$ cat config.mk
export PLATFORM = sky130hd
export DESIGN_NAME = ckmux_top
export DESIGN_NICKNAME = d
export VERILOG_FILES = /design/src/rtl/ckmux_pkg.sv /design/src/rtl/ckmux_pin_sync.sv /design/src/rtl/ckmux_top.sv
export VERILOG_INCLUDE_DIRS = /design/src /design/src/rtl
export SDC_FILE = /design/constraint.sdc
export NUM_CORES = 1
export LEC_CHECK = 0
export BUFFER_PORTS_ARGS = -buffer_cell sky130_fd_sc_hd__clkbuf_2
export CAP_MARGIN = 0
export CORE_MARGIN = 2
export CORE_UTILIZATION = 50
export DETAILED_ROUTE_END_ITERATION = 12
export PLACE_DENSITY = 0.84
export REMOVE_ABC_BUFFERS = 1
export SLEW_MARGIN = 10
export SYNTH_ARGS = -nofsm -noshare
export SYNTH_HDL_FRONTEND = slang
export SYNTH_SLANG_ARGS = --single-unit
export TNS_END_PERCENT = 5
$ cat constraint.sdc
create_clock -name i_mclk -period 1.3 [get_ports i_mclk]
set_input_delay 0.195 -clock i_mclk [delete_from_list [all_inputs] [get_ports i_mclk]]
set_output_delay 0.195 -clock i_mclk [all_outputs]
set_load 0.03 [all_outputs]
$ cat src/rtl/ckmux_map.svh
// Constants of the clock selector, gate and fanout
`ifndef CKMUX_MAP_SVH
`define CKMUX_MAP_SVH

// Number of differential output pairs
`define CKMUX_FANOUT_NUM 4
// Synchronised pin vector layout
`define CKMUX_PIN_W 6
`define CKMUX_PIN_PRI_P 0
`define CKMUX_PIN_PRI_N 1
`define CKMUX_PIN_SEC_P 2
`define CKMUX_PIN_SEC_N 3
`define CKMUX_PIN_EN 4
`define CKMUX_PIN_SEL 5
// Open-pin levels: true inputs pulled down, complements and enable up
`define CKMUX_PIN_RST 6'h1a
// Gate sequencer state codes
`define CKMUX_ST_IDLE 3'h1
`define CKMUX_ST_RISE 3'h2
`define CKMUX_ST_FALL 3'h4

`endif

$ cat src/rtl/ckmux_pkg.sv
// Types of the clock selector, gate and fanout
package ckmux_pkg;
  `include "ckmux_map.svh"

  typedef enum logic [2:0] {
    CKMUX_ST_IDLE = `CKMUX_ST_IDLE,
    CKMUX_ST_RISE = `CKMUX_ST_RISE,
    CKMUX_ST_FALL = `CKMUX_ST_FALL
  } ckmux_state_e;
endpackage

$ cat src/rtl/ckmux_pin_sync.sv
// Three-stage pin synchroniser with agreement filter
`timescale 1ns/10ps
module ckmux_pin_sync #(
  parameter int WIDTH = 1,
  parameter logic [WIDTH-1:0] RESET_VAL = '0
) (
  // Clock, reset, enable
  input wire logic i_mclk,
  input wire logic i_resetn,
  input wire logic i_ce,
  // Pin side
  input wire logic [WIDTH-1:0] i_async,
  // Clean side
  output logic [WIDTH-1:0] o_sync
);
  logic [WIDTH-1:0] s1_reg;
  logic [WIDTH-1:0] s2_reg;
  logic [WIDTH-1:0] s3_reg;
  logic [WIDTH-1:0] out_reg;
  logic [WIDTH-1:0] out_next;

  // A change is taken only once stages two and three agree
  assign out_next = (s2_reg & s3_reg) | (out_reg & (s2_reg | s3_reg));
  assign o_sync = out_reg;

  always_ff @(posedge i_mclk) begin
    if (!i_resetn) begin
      s1_reg <= RESET_VAL;
      s2_reg <= RESET_VAL;
      s3_reg <= RESET_VAL;
      out_reg <= RESET_VAL;
    end else if (i_ce) begin
      s1_reg <= i_async;
      s2_reg <= s1_reg;
      s3_reg <= s2_reg;
      out_reg <= out_next;
    end
  end
endmodule

$ cat src/rtl/ckmux_top.sv
// Two-to-one clock selector with synchronous gate and four-way fanout
`timescale 1ns/10ps
`include "ckmux_map.svh"
module ckmux_top
  import ckmux_pkg::*;
#(
  parameter int FANOUT_NUM = `CKMUX_FANOUT_NUM
) (
  // Clock, reset, enable
  input wire logic i_mclk,
  input wire logic i_resetn,
  input wire logic i_ce,
  // Primary differential clock
  input wire logic i_pri_clk_p,
  input wire logic i_pri_clk_n,
  // Secondary differential clock
  input wire logic i_sec_clk_p,
  input wire logic i_sec_clk_n,
  // Controls
  input wire logic i_clk_sel,
  input wire logic i_clk_en,
  // Fanout outputs
  output logic [FANOUT_NUM-1:0] o_fanout_out_p,
  output logic [FANOUT_NUM-1:0] o_fanout_out_n
);
  logic [`CKMUX_PIN_W-1:0] pin_raw;
  logic [`CKMUX_PIN_W-1:0] pin_f;
  logic sel_f;
  logic en_f;
  logic pri_lvl_reg;
  logic pri_lvl_next;
  logic sec_lvl_reg;
  logic sec_lvl_next;
  logic sel_lvl;
  logic lvl_prev_reg;
  logic clk_rise;
  logic clk_fall;
  logic gate_reg;
  logic gate_next;
  logic gate_apply;
  ckmux_state_e state_reg;
  ckmux_state_e state_next;

  // Equal legs (mid-swing) hold the last level; open legs read low
  function automatic logic diff_level(input logic p, input logic n, input logic prev);
    diff_level = (p != n) ? p : prev;
  endfunction

  assign pin_raw = {i_clk_sel, i_clk_en, i_sec_clk_n, i_sec_clk_p, i_pri_clk_n, i_pri_clk_p};

  // Reset value stands for the pull resistors on open pins
  ckmux_pin_sync #(
    .WIDTH(`CKMUX_PIN_W),
    .RESET_VAL(`CKMUX_PIN_RST)
  ) u_pin_sync (
    .i_mclk(i_mclk),
    .i_resetn(i_resetn),
    .i_ce(i_ce),
    .i_async(pin_raw),
    .o_sync(pin_f)
  );

  assign sel_f = pin_f[`CKMUX_PIN_SEL];
  assign en_f = pin_f[`CKMUX_PIN_EN];
  assign pri_lvl_next = diff_level(pin_f[`CKMUX_PIN_PRI_P], pin_f[`CKMUX_PIN_PRI_N], pri_lvl_reg);
  assign sec_lvl_next = diff_level(pin_f[`CKMUX_PIN_SEC_P], pin_f[`CKMUX_PIN_SEC_N], sec_lvl_reg);

  // Select is meant to be static; switching it live may cut a pulse
  assign sel_lvl = sel_f ? sec_lvl_reg : pri_lvl_reg;
  assign clk_rise = sel_lvl & ~lvl_prev_reg;
  assign clk_fall = ~sel_lvl & lvl_prev_reg;

  always_ff @(posedge i_mclk) begin
    if (!i_resetn) begin
      pri_lvl_reg <= 1'b0;
      sec_lvl_reg <= 1'b0;
      lvl_prev_reg <= 1'b0;
    end else if (i_ce) begin
      pri_lvl_reg <= pri_lvl_next;
      sec_lvl_reg <= sec_lvl_next;
      lvl_prev_reg <= sel_lvl;
    end
  end

  // Gate sequencer: arm on a request, then wait for a rise and a fall
  always_comb begin
    state_next = state_reg;
    unique case (state_reg)
      CKMUX_ST_IDLE: begin
        if (en_f != gate_reg) begin
          state_next = CKMUX_ST_RISE;
        end
      end
      CKMUX_ST_RISE: begin
        if (en_f == gate_reg) begin
          state_next = CKMUX_ST_IDLE;
        end else if (clk_rise) begin
          state_next = CKMUX_ST_FALL;
        end
      end
      CKMUX_ST_FALL: begin
        if (en_f == gate_reg) begin
          state_next = CKMUX_ST_IDLE;
        end else if (clk_fall) begin
          state_next = CKMUX_ST_IDLE;
        end
      end
      default: begin
        state_next = CKMUX_ST_IDLE;
      end
    endcase
  end

  // Enable sampled only at a falling edge, when the clock is low
  assign gate_apply = (state_reg == CKMUX_ST_FALL) && clk_fall;
  assign gate_next = gate_apply ? en_f : gate_reg;

  always_ff @(posedge i_mclk) begin
    if (!i_resetn) begin
      state_reg <= CKMUX_ST_IDLE;
      gate_reg <= 1'b1;
    end else if (i_ce) begin
      state_reg <= state_next;
      gate_reg <= gate_next;
    end
  end

  // One flop per leg keeps the pairs identical and registered
  genvar gi;
  generate
    for (gi = 0; gi < FANOUT_NUM; gi++) begin : g_fanout
      logic out_p_reg;
      logic out_n_reg;
      always_ff @(posedge i_mclk) begin
        if (!i_resetn) begin
          out_p_reg <= 1'b0;
          out_n_reg <= 1'b1;
        end else if (i_ce) begin
          out_p_reg <= gate_next & sel_lvl;
          out_n_reg <= ~(gate_next & sel_lvl);
        end
      end
      assign o_fanout_out_p[gi] = out_p_reg;
      assign o_fanout_out_n[gi] = out_n_reg;
    end
  endgenerate
endmodule

======== Word level (Yosys, flattened, before mapping) ========
Index checks and enable logic that the tools add are counted.
storage, ports and cells
  output and inout port bits .............. 8
  bits in registers ....................... 33
  input bits .............................. 9
cells by class
  mux-type cells .......................... 8
  reduce and logical (&&, ||, !) cells .... 4
  equal/unequal tests ..................... 10
  bitwise operators ....................... 10
operator list
  operator            count
  $mux 3              5
  $and 6x6->6         2
  $or 6x6->6          2
  $pmux 3 s3          1
  $ne 3x3->1 const B  2
  $reduce_and 2->1    2
  $reduce_and 4->1    1
  $and 1x1->1         3
  $eq 3x1->1 const B  1
  $eq 3x2->1 const B  1
  $eq 3x3->1 const B  1
  $ne 1x1->1          3
  $not 1->1           3
  $mux 1              2
  $ne 2x2->1 const B  1
  $eq 1x1->1          1
  $logic_and 1x1->1   1

======== Logic depth before layout (Yosys ltp) ========
Gate-level depths: netlist (run 1).
  depth in word-level cells ............... 7
  mapped depth ............................ 6
  mapped depth without buffers ............ 4

======== Cells and area by module ========
A second synthesis (run 1) with hierarchy kept.
second synthesis, totals
  cells, all modules ...................... 161
  area, all modules ....................... 1,534.0 um^2
by module, submodules not included
  module          times used  cells each  area each (um^2)  sequential area each (um^2)
  ckmux_pin_sync  1           91          958.4             480.5
  ckmux_top       1           70          575.6             180.2

======== Least setup slack after synthesis (run 1) ========
Ideal clock, no wire load.
  path kind ............................... reg2reg
  start ................................... register state_reg[2]
  end ..................................... register state_reg[0]
  setup time .............................. 0.124 ns
  cell stages (with the launch flop) ...... 5
  arrival time ............................ 1.122 ns
  buffers on the path ..................... 0
  period minus slack after synthesis ...... 1.246 ns
  slack ................................... 0.054 ns
  cells stage by stage .................... dfxtp_1 > or3b_1 > a211o_1 > o21ai_0 > o21ai_0
between the ends
  word-level cells in the longest chain between the ends .. 3
  elaborated cells on any way between the ends .. 8
RTL lines
  item                                                RTL line          RTL
  start, declared                                     ckmux_top.sv:41   ckmux_state_e state_reg;
  start signal, assigned                              ckmux_top.sv:123  state_reg <= state_next;
  $eq 3x3->1, or another cell as far along            ckmux_top.sv:88   unique case (state_reg)
  $ne 3x3->1 (no line) or $ne 2x2->1 (tied branches)  -
  $reduce_and 4->1 (no line)                          -
Parallel ways exist; a longest one is shown, timed or not.
A chain may end at the register's enable or synchronous reset.

======== Worst setup path in the final report (run 1) ========
  start ................................... register state_reg[0]
  end ..................................... register state_reg[0]
The elaborated chain is that of the path after synthesis.

==> key figures, run 1 <==
Outcome
  – Outcome: finished, final reports clean

Clocking
  – CTS clk-pin slew, worst paths: 0.10 ns
  – CTS tree: built
  – Clk_lat worst skew: 0.33 ns
  – Setup repair bufs after CTS: 0
  – Clock root buffer: clkbuf_4
  – Max clock buf depth: 2
  – Cts bufs inserted: 5
  – H-tree Lvls: 2
  – CTS Sinks: 33
  – # hold bufs at CTS: 0

GRT
  – Initial antenna violation count: 0
  – Vias in the first global route: ~1000
  – Largest net degree at the start of global routing: 18
  – GR Overflow Total: 0
  – GRT Util Overall: 17.5%
  – First-pass GRT wire length: 4330 µm

Setup path
  – Worst EP arrival: ~1.5 ns
  – Reg-to-Reg End: state_reg[0]
  – Slowest cell delay on critical path: 0.38 ns
  – CP Launch Type: flip-flop
  – WP data required: 1.52 ns
  – Crit path max fanout: 5
  – Cell mode on critical path: o21ai_1
  – Worst setup EP type: flip-flop
  – Reg2Reg Setup Slack: 0.04 ns
  – CP top delay family: compound AO/OA/AOI/OAI gates
  – Worst path cell trace: or3b_1 > a211o_1 > o21ai_1 > o21ai_1
  – Worst setup path class: reg -> reg
  – Critical R2R Launch: state_reg[0]
  – Reg2reg path depth: 4
  – Crit-path slowest cell: or3b_1
  – Buf/Inv on CP: 0

Min path
  – HP Start: i_sec_clk_n
  – Hold WC Path Type: in -> reg
  – Worst hold endpoint: u_pin_sync.s1_reg[3]
  – Hold-critical path depth: 3

Place
  – Post-Place Worst Slack: -0.00249 ns
  – DP HPWL: between 1500 and 2000 µm
  – Gp weighted congestion: 0.723
  – Port Buffers: 16
  – Placed cell count: 192
  – Placed cell areas: 1480 µm²

Finish
  – Ant. Diodes: 0
  – Most common cell after layout, fill and taps aside: dfxtp_1
  – Fin cells: 200
  – Fraction of layout cells with a size suffix above 1: 24.9%
  – Area grow syn2layout: 13.9%
  – Layout Utilization: 59.0%
  – Finished Cell Area: 1600 µm²
  – Nets: 177
  – Most frequent cells in the layout: 28 x dfxtp_1, 19 x mux2i_1, 16 x nand2_1, 16 x clkbuf_2, 14 x a21oi_1

Drt
  – Initial DRC count: 28
  – Routed WL: roughly 2500 µm
  – Vias per cell: 5.37
  – Uppermost layer routed: met4
  – Metal3 WL: ~94 µm
  – Pre-antenna DRT Iters: 4
  – Met2 wire len: between 1000 and 1500 µm
  – Routed length on met1: 1060 µm
  – Vias post-DR: between 1000 and 1500
  – Detail Route Antenna Nets: 0
  – Post-route DRC violation count: 0
  – Mean routed wirelength per cell: 12.4 µm

Synth
  – Synth Area in Simple Gates: approximately 14%
  – Seq/Total Area, Yosys: 47.1%
  – Synth Instances: ~150
  – FFs w/ async S/R, synth: 0%
  – Mux share of post-synthesis cell area: 14.3%
  – Largest family of logic cells by synthesized area: compound AO/OA/AOI/OAI gates
  – Syn Area/Cell: 9.18 µm²
  – Synth Register Bits: 33
  – Number of synthesized flops with an enable pin: 0
  – Synth Area in Compound Gates: 15.3%
  – Synth Area in Adders: 0%
  – Unique cell type count in the Yosys netlist: 31
  – Synthesized area: 1400 µm²
  – Top FF cell, synth: dfxtp_1
  – Synth Area in XOR/XNOR: 1.25%
  – Synth warn: 0

STA
  – Clock skew: 0.00272 ns
  – Worst-Margin Slew: around 0.32 ns
  – RSZ-0062 raised after global routing: true
  – Final min period: between 1 and 1.5 ns
  – Period utilisation layout: 96.8%
  – Peak Freq: 0.794 GHz
  – Final setup fails: 0
  – Setup ws final: 0.0411 ns
  – Final Hold Slack: 0.0729 ns
  – Fin. Hold Viols: 0
  – Headroom to the max-slew limit: 78.2%
  – Max-slew violations: 0

Pwr
  – Internal Pwr Total: 1.55 mW
  – Sw power: 0.449 mW
  – Worst VDD drop: 0.857 mV
  – Clock power share: 40.0%
  – Logic pwr share: between 7 and 8%
  – Pleak: 0.674 nW
  – Flop pwr share: between 50 and 60%
  – PwrDens: 1250 nW/µm²
  – Sw frac: 22.4%

Die
  – Initial Util: 51.8%
  – Die Y: 57.0 µm
  – Top Ports: 17
  – Die width: 57.0 µm
  – Number of core rows: 19
  – Die ar.: approximately 3200 µm²
  – Core area: 2710 µm²

Job
  – Max-cap violation count: 0
-- worst max-delay path by stage --
| stage | startpoint | to | slack (ns) | cells past startpoint |
|---|---|---|---|---|
| after floorplan | g_fanout[3].out_n_reg | g_fanout[3].out_n_reg | -0.13 | 2 |
| after global placement | u_pin_sync.o_sync[5] | g_fanout[3].out_n_reg | 0.04 | 4 |
| after detailed placement | state_reg[2] | state_reg[0] | -0.002 | 4 |
| after CTS | state_reg[1] | state_reg[2] | 0.002 | 4 |
| after global routing | state_reg[0] | state_reg[0] | -0.01 | 4 |
| final | state_reg[0] | state_reg[0] | 0.04 | 4 |
-- routing by layer --
metal  global-route usage [%]  vias up
met5                        0        -
met4                     7.97        0
met3                     7.03        6
met2                     28.9       19
met1                     20.0      503
li1                         -      545
-- cells in the mapped netlist (2+ instances only) --
| cell | count | share of area [%] |
|---|---|---|
| a21oi_1 | 15 | 5.3 |
| buf_2 | 4 | 1.4 |
| nand2b_1 | 4 | 1.8 |
| or2_2 | 2 | 0.89 |
| o21ai_0 | 11 | 3.9 |
| a21o_1 | 3 | 1.6 |
| nor2b_1 | 2 | 0.89 |
| nor2_1 | 13 | 3.5 |
| mux2i_1 | 20 | 14 |
| nand2_1 | 16 | 4.3 |
| buf_4 | 9 | 4.8 |
| dfxtp_1 | 33 | 47 |
| nor3b_1 | 2 | 1.1 |
| clkbuf_1 | 2 | 0.53 |
-- kinds of logic (layout without fill, tap and decap cells) --
kind of cell | Yosys count | count (layout)
and+or+nand+nor | 43 | 43
buffers and inverters | 18 | 34
AOI/OAI and AO/OA | 37 | 37
DFF | 33 | 33
muxes | 20 | 20
xor gates and xnor gates | 2 | 2
-- worst register-to-register path, stage by stage (launching register included) --
cell and delay [ns]:
dfxtp_2 0.35, or3b_1 0.38, a211o_1 0.25, o21ai_1 0.09, o21ai_1 0.07
-- what timing repair did --
action | 4_1_cts | 5_1_grt
pin swaps | 1 | 0
endpoints found under the setup margin | 2 | 7
resized for setup | 3 | 10
-- power by group through the flow --
stage | logic [mW] | registers (mW) | clock network [mW]
2_1_floorplan | 0.0518 | 1.10 | 0
3_3_place_gp | 0.140 | 1.07 | 0
3_5_place_dp | 0.146 | 1.08 | 0
4_1_cts | 0.146 | 1.05 | 0.818
5_1_grt | 0.162 | 1.06 | 0.855
6_report | 0.147 | 1.05 | 0.800
-- metrics by stage --
stage	power [mW]	TNS (ns)
3_5_place_dp	1.22	-0.00379
6_report	2.00	0
4_1_cts	2.02	0
3_3_place_gp	1.22	0
5_1_grt	2.07	-0.0267
2_1_floorplan	1.15	-0.205
-- cell type report --
class / instances / area [µm²]
repair buffers: 24 / 140
fillers: 241 / 1110
multi-input cells: 102 / 661
inverters: 2 / 7.51
clock inverters: 1 / 30.0
well taps: 31 / 38.8
clock buffers: 7 / 55.1
flip-flops and latches: 33 / 667
Note: power is estimated with default switching activity, not from simulation.
==> run 2, diff against run 1 <==
--- a/config.mk
+++ b/config.mk
@@ -9,9 +9,9 @@
 export BUFFER_PORTS_ARGS = -buffer_cell sky130_fd_sc_hd__clkbuf_2
 export CAP_MARGIN = 0
 export CORE_MARGIN = 2
-export CORE_UTILIZATION = 50
+export CORE_UTILIZATION = 40
 export DETAILED_ROUTE_END_ITERATION = 12
-export PLACE_DENSITY = 0.84
+export PLACE_DENSITY = 0.72
 export REMOVE_ABC_BUFFERS = 1
 export SLEW_MARGIN = 10
 export SYNTH_ARGS = -nofsm -noshare
==> key figures, run 2 (synthesized netlist as in run 1, its figures left out) <==
GRT
  – Initial antenna violation count: 0 (unchanged)
  – GRT Util Overall: 13.9% (-3.7 points)
  – Vias in the first global route: 1002 (-1.7%)
  – First-pass GRT wire length: 4350 µm (+0.32%)
  – GR Overflow Total: 0 (unchanged)
  – Largest net degree at the start of global routing: 30 (+12)

Place
  – Post-Place Worst Slack: -0.0178 ns (-0.0153 ns)
  – Placed cell areas: 1510 µm² (+2.1%)
  – Gp weighted congestion: 0.773 (+7.0%)
  – Port Buffers: 16 (unchanged)
  – DP HPWL: 1710 µm (-3.3%)

STA
  – Final setup fails: 0 (unchanged)
  – Clock skew: 0.00695 ns (+0.00423 ns)
  – Fin. Hold Viols: 0 (unchanged)
  – Final min period: 1.28 ns (+0.0168 ns)
  – Setup ws final: 0.0243 ns (-0.0168 ns)
  – Peak Freq: 0.784 GHz (-1.3%)
  – RSZ-0062 raised after global routing: true
  – Headroom to the max-slew limit: 70.4% (-7.9 points)
  – Max-slew violations: 0 (unchanged)
  – Period utilisation layout: 98.1% (+1.3 points)
  – Worst-Margin Slew: 0.438 ns (+0.114 ns)
  – Setup tns final: 0 ns (unchanged)

Finish
  – Area grow syn2layout: 16.5%
  – Most common cell after layout, fill and taps aside: dfxtp_1
  – Finished Cell Area: 1640 µm² (+2.3%)
  – Most frequent cells in the layout: 30 x dfxtp_1, 19 x mux2i_1, 16 x nand2_1, 16 x clkbuf_2, 15 x a21oi_1
  – Fillers: 338 (+40%)
  – Ant. Diodes: 0 (unchanged)
  – Layout Utilization: 48.6% (-10 points)
  – Register area: 664 µm² (-0.38%)
  – Area of the multi-input gates: 651 µm² (-1.5%)
  – Nets: 177 (unchanged)
  – Fraction of layout cells with a size suffix above 1: 23.7% (-1.2 points)

Setup path
  – Crit path max fanout: 5 (unchanged)
  – Worst setup path class: reg -> reg
  – Worst EP arrival: 1.49 ns (about the same)
  – Reg2Reg Setup Slack: 0.02 ns (-0.02 ns)
  – CP Launch Type: flip-flop
  – Worst setup EP type: flip-flop
  – WP data required: 1.52 ns (about the same)

Pwr
  – Worst VDD drop: 0.740 mV (-14%)
  – PwrDens: 1320 nW/µm² (+5.1%)
  – Pwr Total: 2.15 mW (+7.5%)
  – Pleak: 0.689 nW (+2.1%)

Clocking
  – CTS clk-pin slew, worst paths: 0.11 ns (about the same)
  – Clock root buffer: clkbuf_4
  – Cts bufs inserted: 5 (unchanged)
  – H-tree Lvls: 2 (unchanged)
  – CTS tree: built
  – Max clock buf depth: 2 (unchanged)
  – Clk_lat worst skew: 0.34 ns (about the same)
  – Setup repair bufs after CTS: 0 (unchanged)
  – # hold bufs at CTS: 0 (unchanged)
  – CTS Sinks: 33 (unchanged)

Drt
  – Post-route DRC violation count: 0 (unchanged)
  – Vias per cell: 5.04 (-6.0%)
  – Pre-antenna DRT Iters: 4 (unchanged)
  – Routed WL: 2470 µm (-0.64%)
  – Initial DRC count: 40 (+43%)
  – Vias post-DR: 1084 (+1.0%)
  – Mean routed wirelength per cell: 11.5 µm (-7.6%)
  – Detail Route Antenna Nets: 0 (unchanged)

Min path
  – Hold WC Path Type: in -> reg

Die
  – Number of core rows: 21 (+2)
  – Top Ports: 17 (unchanged)
  – Die ar.: 4000 µm² (+23%)
  – Initial Util: 41.7% (-10 points)
  – Core area: 3360 µm² (+24%)
  – Die width: 63.2 µm (+11%)
  – Die Y: 63.2 µm (+11%)

Job
  – Max-cap violation count: 0 (unchanged)

Outcome
  – Outcome: finished, final reports clean
==> run 2: power by group <==
part	internal (mW)	switching [mW]	total, mW
sequential	1.04	0.0178	1.05
clock	0.595	0.356	0.951
combinational	0.0591	0.0877	0.147
==> run 2: what timing repair did <==
| item | CTS | global route |
|---|---|---|
| pin swaps | 1 | 0 |
| setup endpoints to repair | 2 | 5 |
| resized for setup | 4 | 2 |
==> run 2: metal layers <==
layer | share of wire [%] | wire length (µm) | GRT usage (%)
met5 | 0 | 0 | 0
met4 | 1.7 | 42 | 7.34
met3 | 4.6 | 113 | 5.71
met2 | 48 | 1180 | 21.0
met1 | 46 | 1130 | 16.8
==> run 2: worst paths after layout <==
kind | from | to | cells after the start
min reg2reg | u_pin_sync.s2_reg[2] | u_pin_sync.o_sync[2] | 2
min | i_sec_clk_n | u_pin_sync.s1_reg[3] | 3
max | state_reg[2] | state_reg[0] | 4
max reg2reg | state_reg[2] | state_reg[0] | 4
==> run 2: cell type report <==
class                           instances  area share (%)
Multi-Input combinational cell        102            39.8
Timing Repair Buffer                   24            9.33
Clock inverter                          3            3.98
Clock buffer                            5            2.30
Inverter                                2           0.459
Sequential cell                        33            40.6
Tap cell                               46            3.52
==> run 2: per-stage QoR <==
step,std cells,hold slack [ns]
CTS,215,0.0551
floorplan,137,0.257
global placement,207,0.409
detailed placement,207,0.418
finish,215,0.0691
global route,215,0.0748
==> run 2: critical path, stage by stage, from the launching register on <==
cell,delay (ns)
dfxtp_2,0.38
or3b_1,0.36
a211o_1,0.25
o21ai_0,0.07
o21ai_0,0.09
==> run 3, diff against run 2 <==
--- a/config.mk
+++ b/config.mk
@@ -9,9 +9,9 @@
 export BUFFER_PORTS_ARGS = -buffer_cell sky130_fd_sc_hd__clkbuf_2
 export CAP_MARGIN = 0
 export CORE_MARGIN = 2
-export CORE_UTILIZATION = 40
+export CORE_UTILIZATION = 39
 export DETAILED_ROUTE_END_ITERATION = 12
-export PLACE_DENSITY = 0.72
+export PLACE_DENSITY = 0.7
 export REMOVE_ABC_BUFFERS = 1
 export SLEW_MARGIN = 10
 export SYNTH_ARGS = -nofsm -noshare
==> key figures, run 3 (synthesized netlist as in run 1, its figures left out) <==
Outcome
  – Outcome: finished, final reports clean

Min path
  – Hold-critical path depth: 3 (unchanged)
  – HP Start: i_pri_clk_n
  – Worst hold endpoint: u_pin_sync.s1_reg[1]
  – Hold WC Path Type: in -> reg

Finish
  – Area grow syn2layout: 16.7%
  – Fraction of layout cells with a size suffix above 1: 25.3% (+1.6 points)
  – Most frequent cells in the layout: 29 x dfxtp_1, 19 x mux2i_1, 16 x nand2_1, 16 x clkbuf_2, 15 x a21oi_1
  – Most common cell after layout, fill and taps aside: dfxtp_1
  – Fin cells: 216 (+0.47%)
  – Layout Utilization: 48.3% (-0.30 points)
  – Nets: 178 (+0.56%)
  – Fillers: 310 (-8.3%)
  – Ant. Diodes: 0 (unchanged)
  – Finished Cell Area: 1640 µm² (+0.15%)
  – Register area: 668 µm² (+0.57%)
  – Area of the multi-input gates: 672 µm² (+3.3%)

Clocking
  – CTS Sinks: 33 (unchanged)
  – Cts bufs inserted: 5 (unchanged)
  – CTS tree: built
  – Max clock buf depth: 2 (unchanged)
  – CTS clk-pin slew, worst paths: 0.10 ns (about the same)
  – H-tree Lvls: 2 (unchanged)
  – # hold bufs at CTS: 0 (unchanged)
  – Clock root buffer: clkbuf_4
  – Clk_lat worst skew: 0.33 ns (about the same)

Setup path
  – CP Launch Type: flip-flop
  – Slowest cell delay on critical path: 0.35 ns (-0.03 ns)
  – Reg-to-Reg End: state_reg[1]
  – Worst EP arrival: 1.50 ns (about the same)
  – Reg2Reg Setup Slack: 0.03 ns (about the same)
  – WP depth: 4 (unchanged)
  – Worst path cell trace: mux2i_4 > or2_2 > a221oi_2 > nor2_1
  – WP data required: 1.53 ns (about the same)
  – Reg2reg path depth: 4 (unchanged)
  – Buf/Inv on CP: 0 (unchanged)
  – Critical R2R Launch: u_pin_sync.o_sync[5]
  – Crit-path slowest cell: dfxtp_2
  – Worst setup path class: reg -> reg
  – CP top delay family: simple AND/OR/NAND/NOR gates
  – Worst setup EP type: flip-flop
  – Crit path max fanout: 6 (+1)

Die
  – Number of core rows: 21 (unchanged)
  – Die width: 64.0 µm (+1.2%)
  – Core area: 3390 µm² (+0.78%)
  – Top Ports: 17 (unchanged)
  – Die ar.: 4100 µm² (+2.4%)
  – Die Y: 64.0 µm (+1.2%)
  – Initial Util: 41.4% (-0.32 points)

Pwr
  – Worst VDD drop: 0.570 mV (-23%)
  – PwrDens: 1220 nW/µm² (-7.3%)
  – Logic pwr share: 7.2% (+0.4 points)
  – Pleak: 0.686 nW (-0.43%)
  – Sw frac: 22.4% (+0.96 points)
  – Internal Pwr Total: 1.55 mW (-8.3%)
  – Flop pwr share: 52.6% (+3.6 points)
  – Sw power: 0.447 mW (-3.1%)
  – Clock power share: 40.2% (-4.0 points)

Drt
  – Detail Route Antenna Nets: 0 (unchanged)
  – Pre-antenna DRT Iters: 4 (unchanged)
  – Initial DRC count: 28 (-30%)
  – Mean routed wirelength per cell: 11.3 µm (-1.5%)
  – Vias per cell: 4.87 (-3.5%)
  – Vias post-DR: 1051 (-3.0%)
  – Routed WL: 2450 µm (-1.0%)
  – Post-route DRC violation count: 0 (unchanged)

GRT
  – Largest net degree at the start of global routing: 18 (-40%)
  – Vias in the first global route: 1019 (+1.7%)
  – GRT Util Overall: 13.1% (-0.81 points)
  – Initial antenna violation count: 0 (unchanged)
  – First-pass GRT wire length: 4190 µm (-3.7%)
  – GR Overflow Total: 0 (unchanged)

STA
  – Max-slew violations: 0 (unchanged)
  – Final min period: 1.27 ns (-0.00363 ns)
  – Worst-Margin Slew: 0.381 ns (-0.0571 ns)
  – Period utilisation layout: 97.9% (-0.28 points)
  – Clock skew: 0.00864 ns (+0.00169 ns)
  – RSZ-0062 raised after global routing: true
  – Fin. Hold Viols: 0 (unchanged)
  – Peak Freq: 0.786 GHz (+0.29%)
  – Headroom to the max-slew limit: 74.2% (+3.9 points)
  – Final Hold Slack: 0.0732 ns (+0.00411 ns)
  – Final setup fails: 0 (unchanged)

Place
  – Gp weighted congestion: 0.808 (+4.4%)
  – Placed cell areas: 1500 µm² (-0.83%)
  – DP HPWL: 1700 µm (-0.26%)
  – Placed cell count: 207 (unchanged)
  – Port Buffers: 16 (unchanged)

Job
  – Max-cap violation count: 0 (unchanged)
[run 3: worst reg2reg max path, delay by kind of cell, from the launching register on]
family	cells	cell delay [ns]
mux	1	0.20
flops	1	0.35
simple gates	2	0.36
compound gates	1	0.26
[run 3: worst max-delay path by stage]
stage / start / endpoint / slack (ns)
finish: u_pin_sync.o_sync[5] / state_reg[1] / 0.03
global route: u_pin_sync.o_sync[5] / state_reg[1] / -0.06
CTS: state_reg[0] / state_reg[0] / 0.01
detailed placement: u_pin_sync.o_sync[5] / g_fanout[3].out_n_reg / -0.06
global placement: u_pin_sync.o_sync[5] / g_fanout[3].out_n_reg / -0.02
floorplan: g_fanout[3].out_n_reg / g_fanout[3].out_n_reg / -0.13
[run 3: cell type report]
cell class / instances / area share (%)
clock buffers: 7 / 3.36
clock inverters: 1 / 1.83
inverters: 2 / 0.458
multi-input cells: 102 / 41.0
flip-flops and latches: 33 / 40.8
well taps: 46 / 3.51
repair buffers: 25 / 9.01
[run 3: what timing repair did]
| item | CTS | global route |
|---|---|---|
| pin swaps | 0 | 3 |
| buffers inserted | 0 | 1 |
| endpoints found under the setup margin | 4 | 6 |
| gates resized for setup | 6 | 7 |
[run 3: power by group through the flow]
stage	sequential, mW	clock, mW	combinational [mW]
final	1.05	0.802	0.144
after global routing	1.06	0.858	0.160
after CTS	1.05	0.817	0.145
after detailed placement	1.08	0	0.144
after global placement	1.08	0	0.141
after floorplan	1.10	0	0.0518
[run 3: metrics by stage]
stage / power [mW] / setup TNS [ns] / worst slack [ns]
after CTS: 2.02 / 0 / 0.0116
after global routing: 2.07 / -0.0914 / -0.0610
final: 2.00 / 0 / 0.0279
after floorplan: 1.15 / -0.205 / -0.127
after global placement: 1.22 / -0.0217 / -0.0217
after detailed placement: 1.22 / -0.128 / -0.0552
[run 3: layer usage]
layer  wire length [µm]  up-vias  track usage [%]
met2               1110       19             22.0
met5                  0        -                0
met3                134        6             5.46
li1                   -      552                -
met1               1150      474             14.3
met4                 50        0             5.71
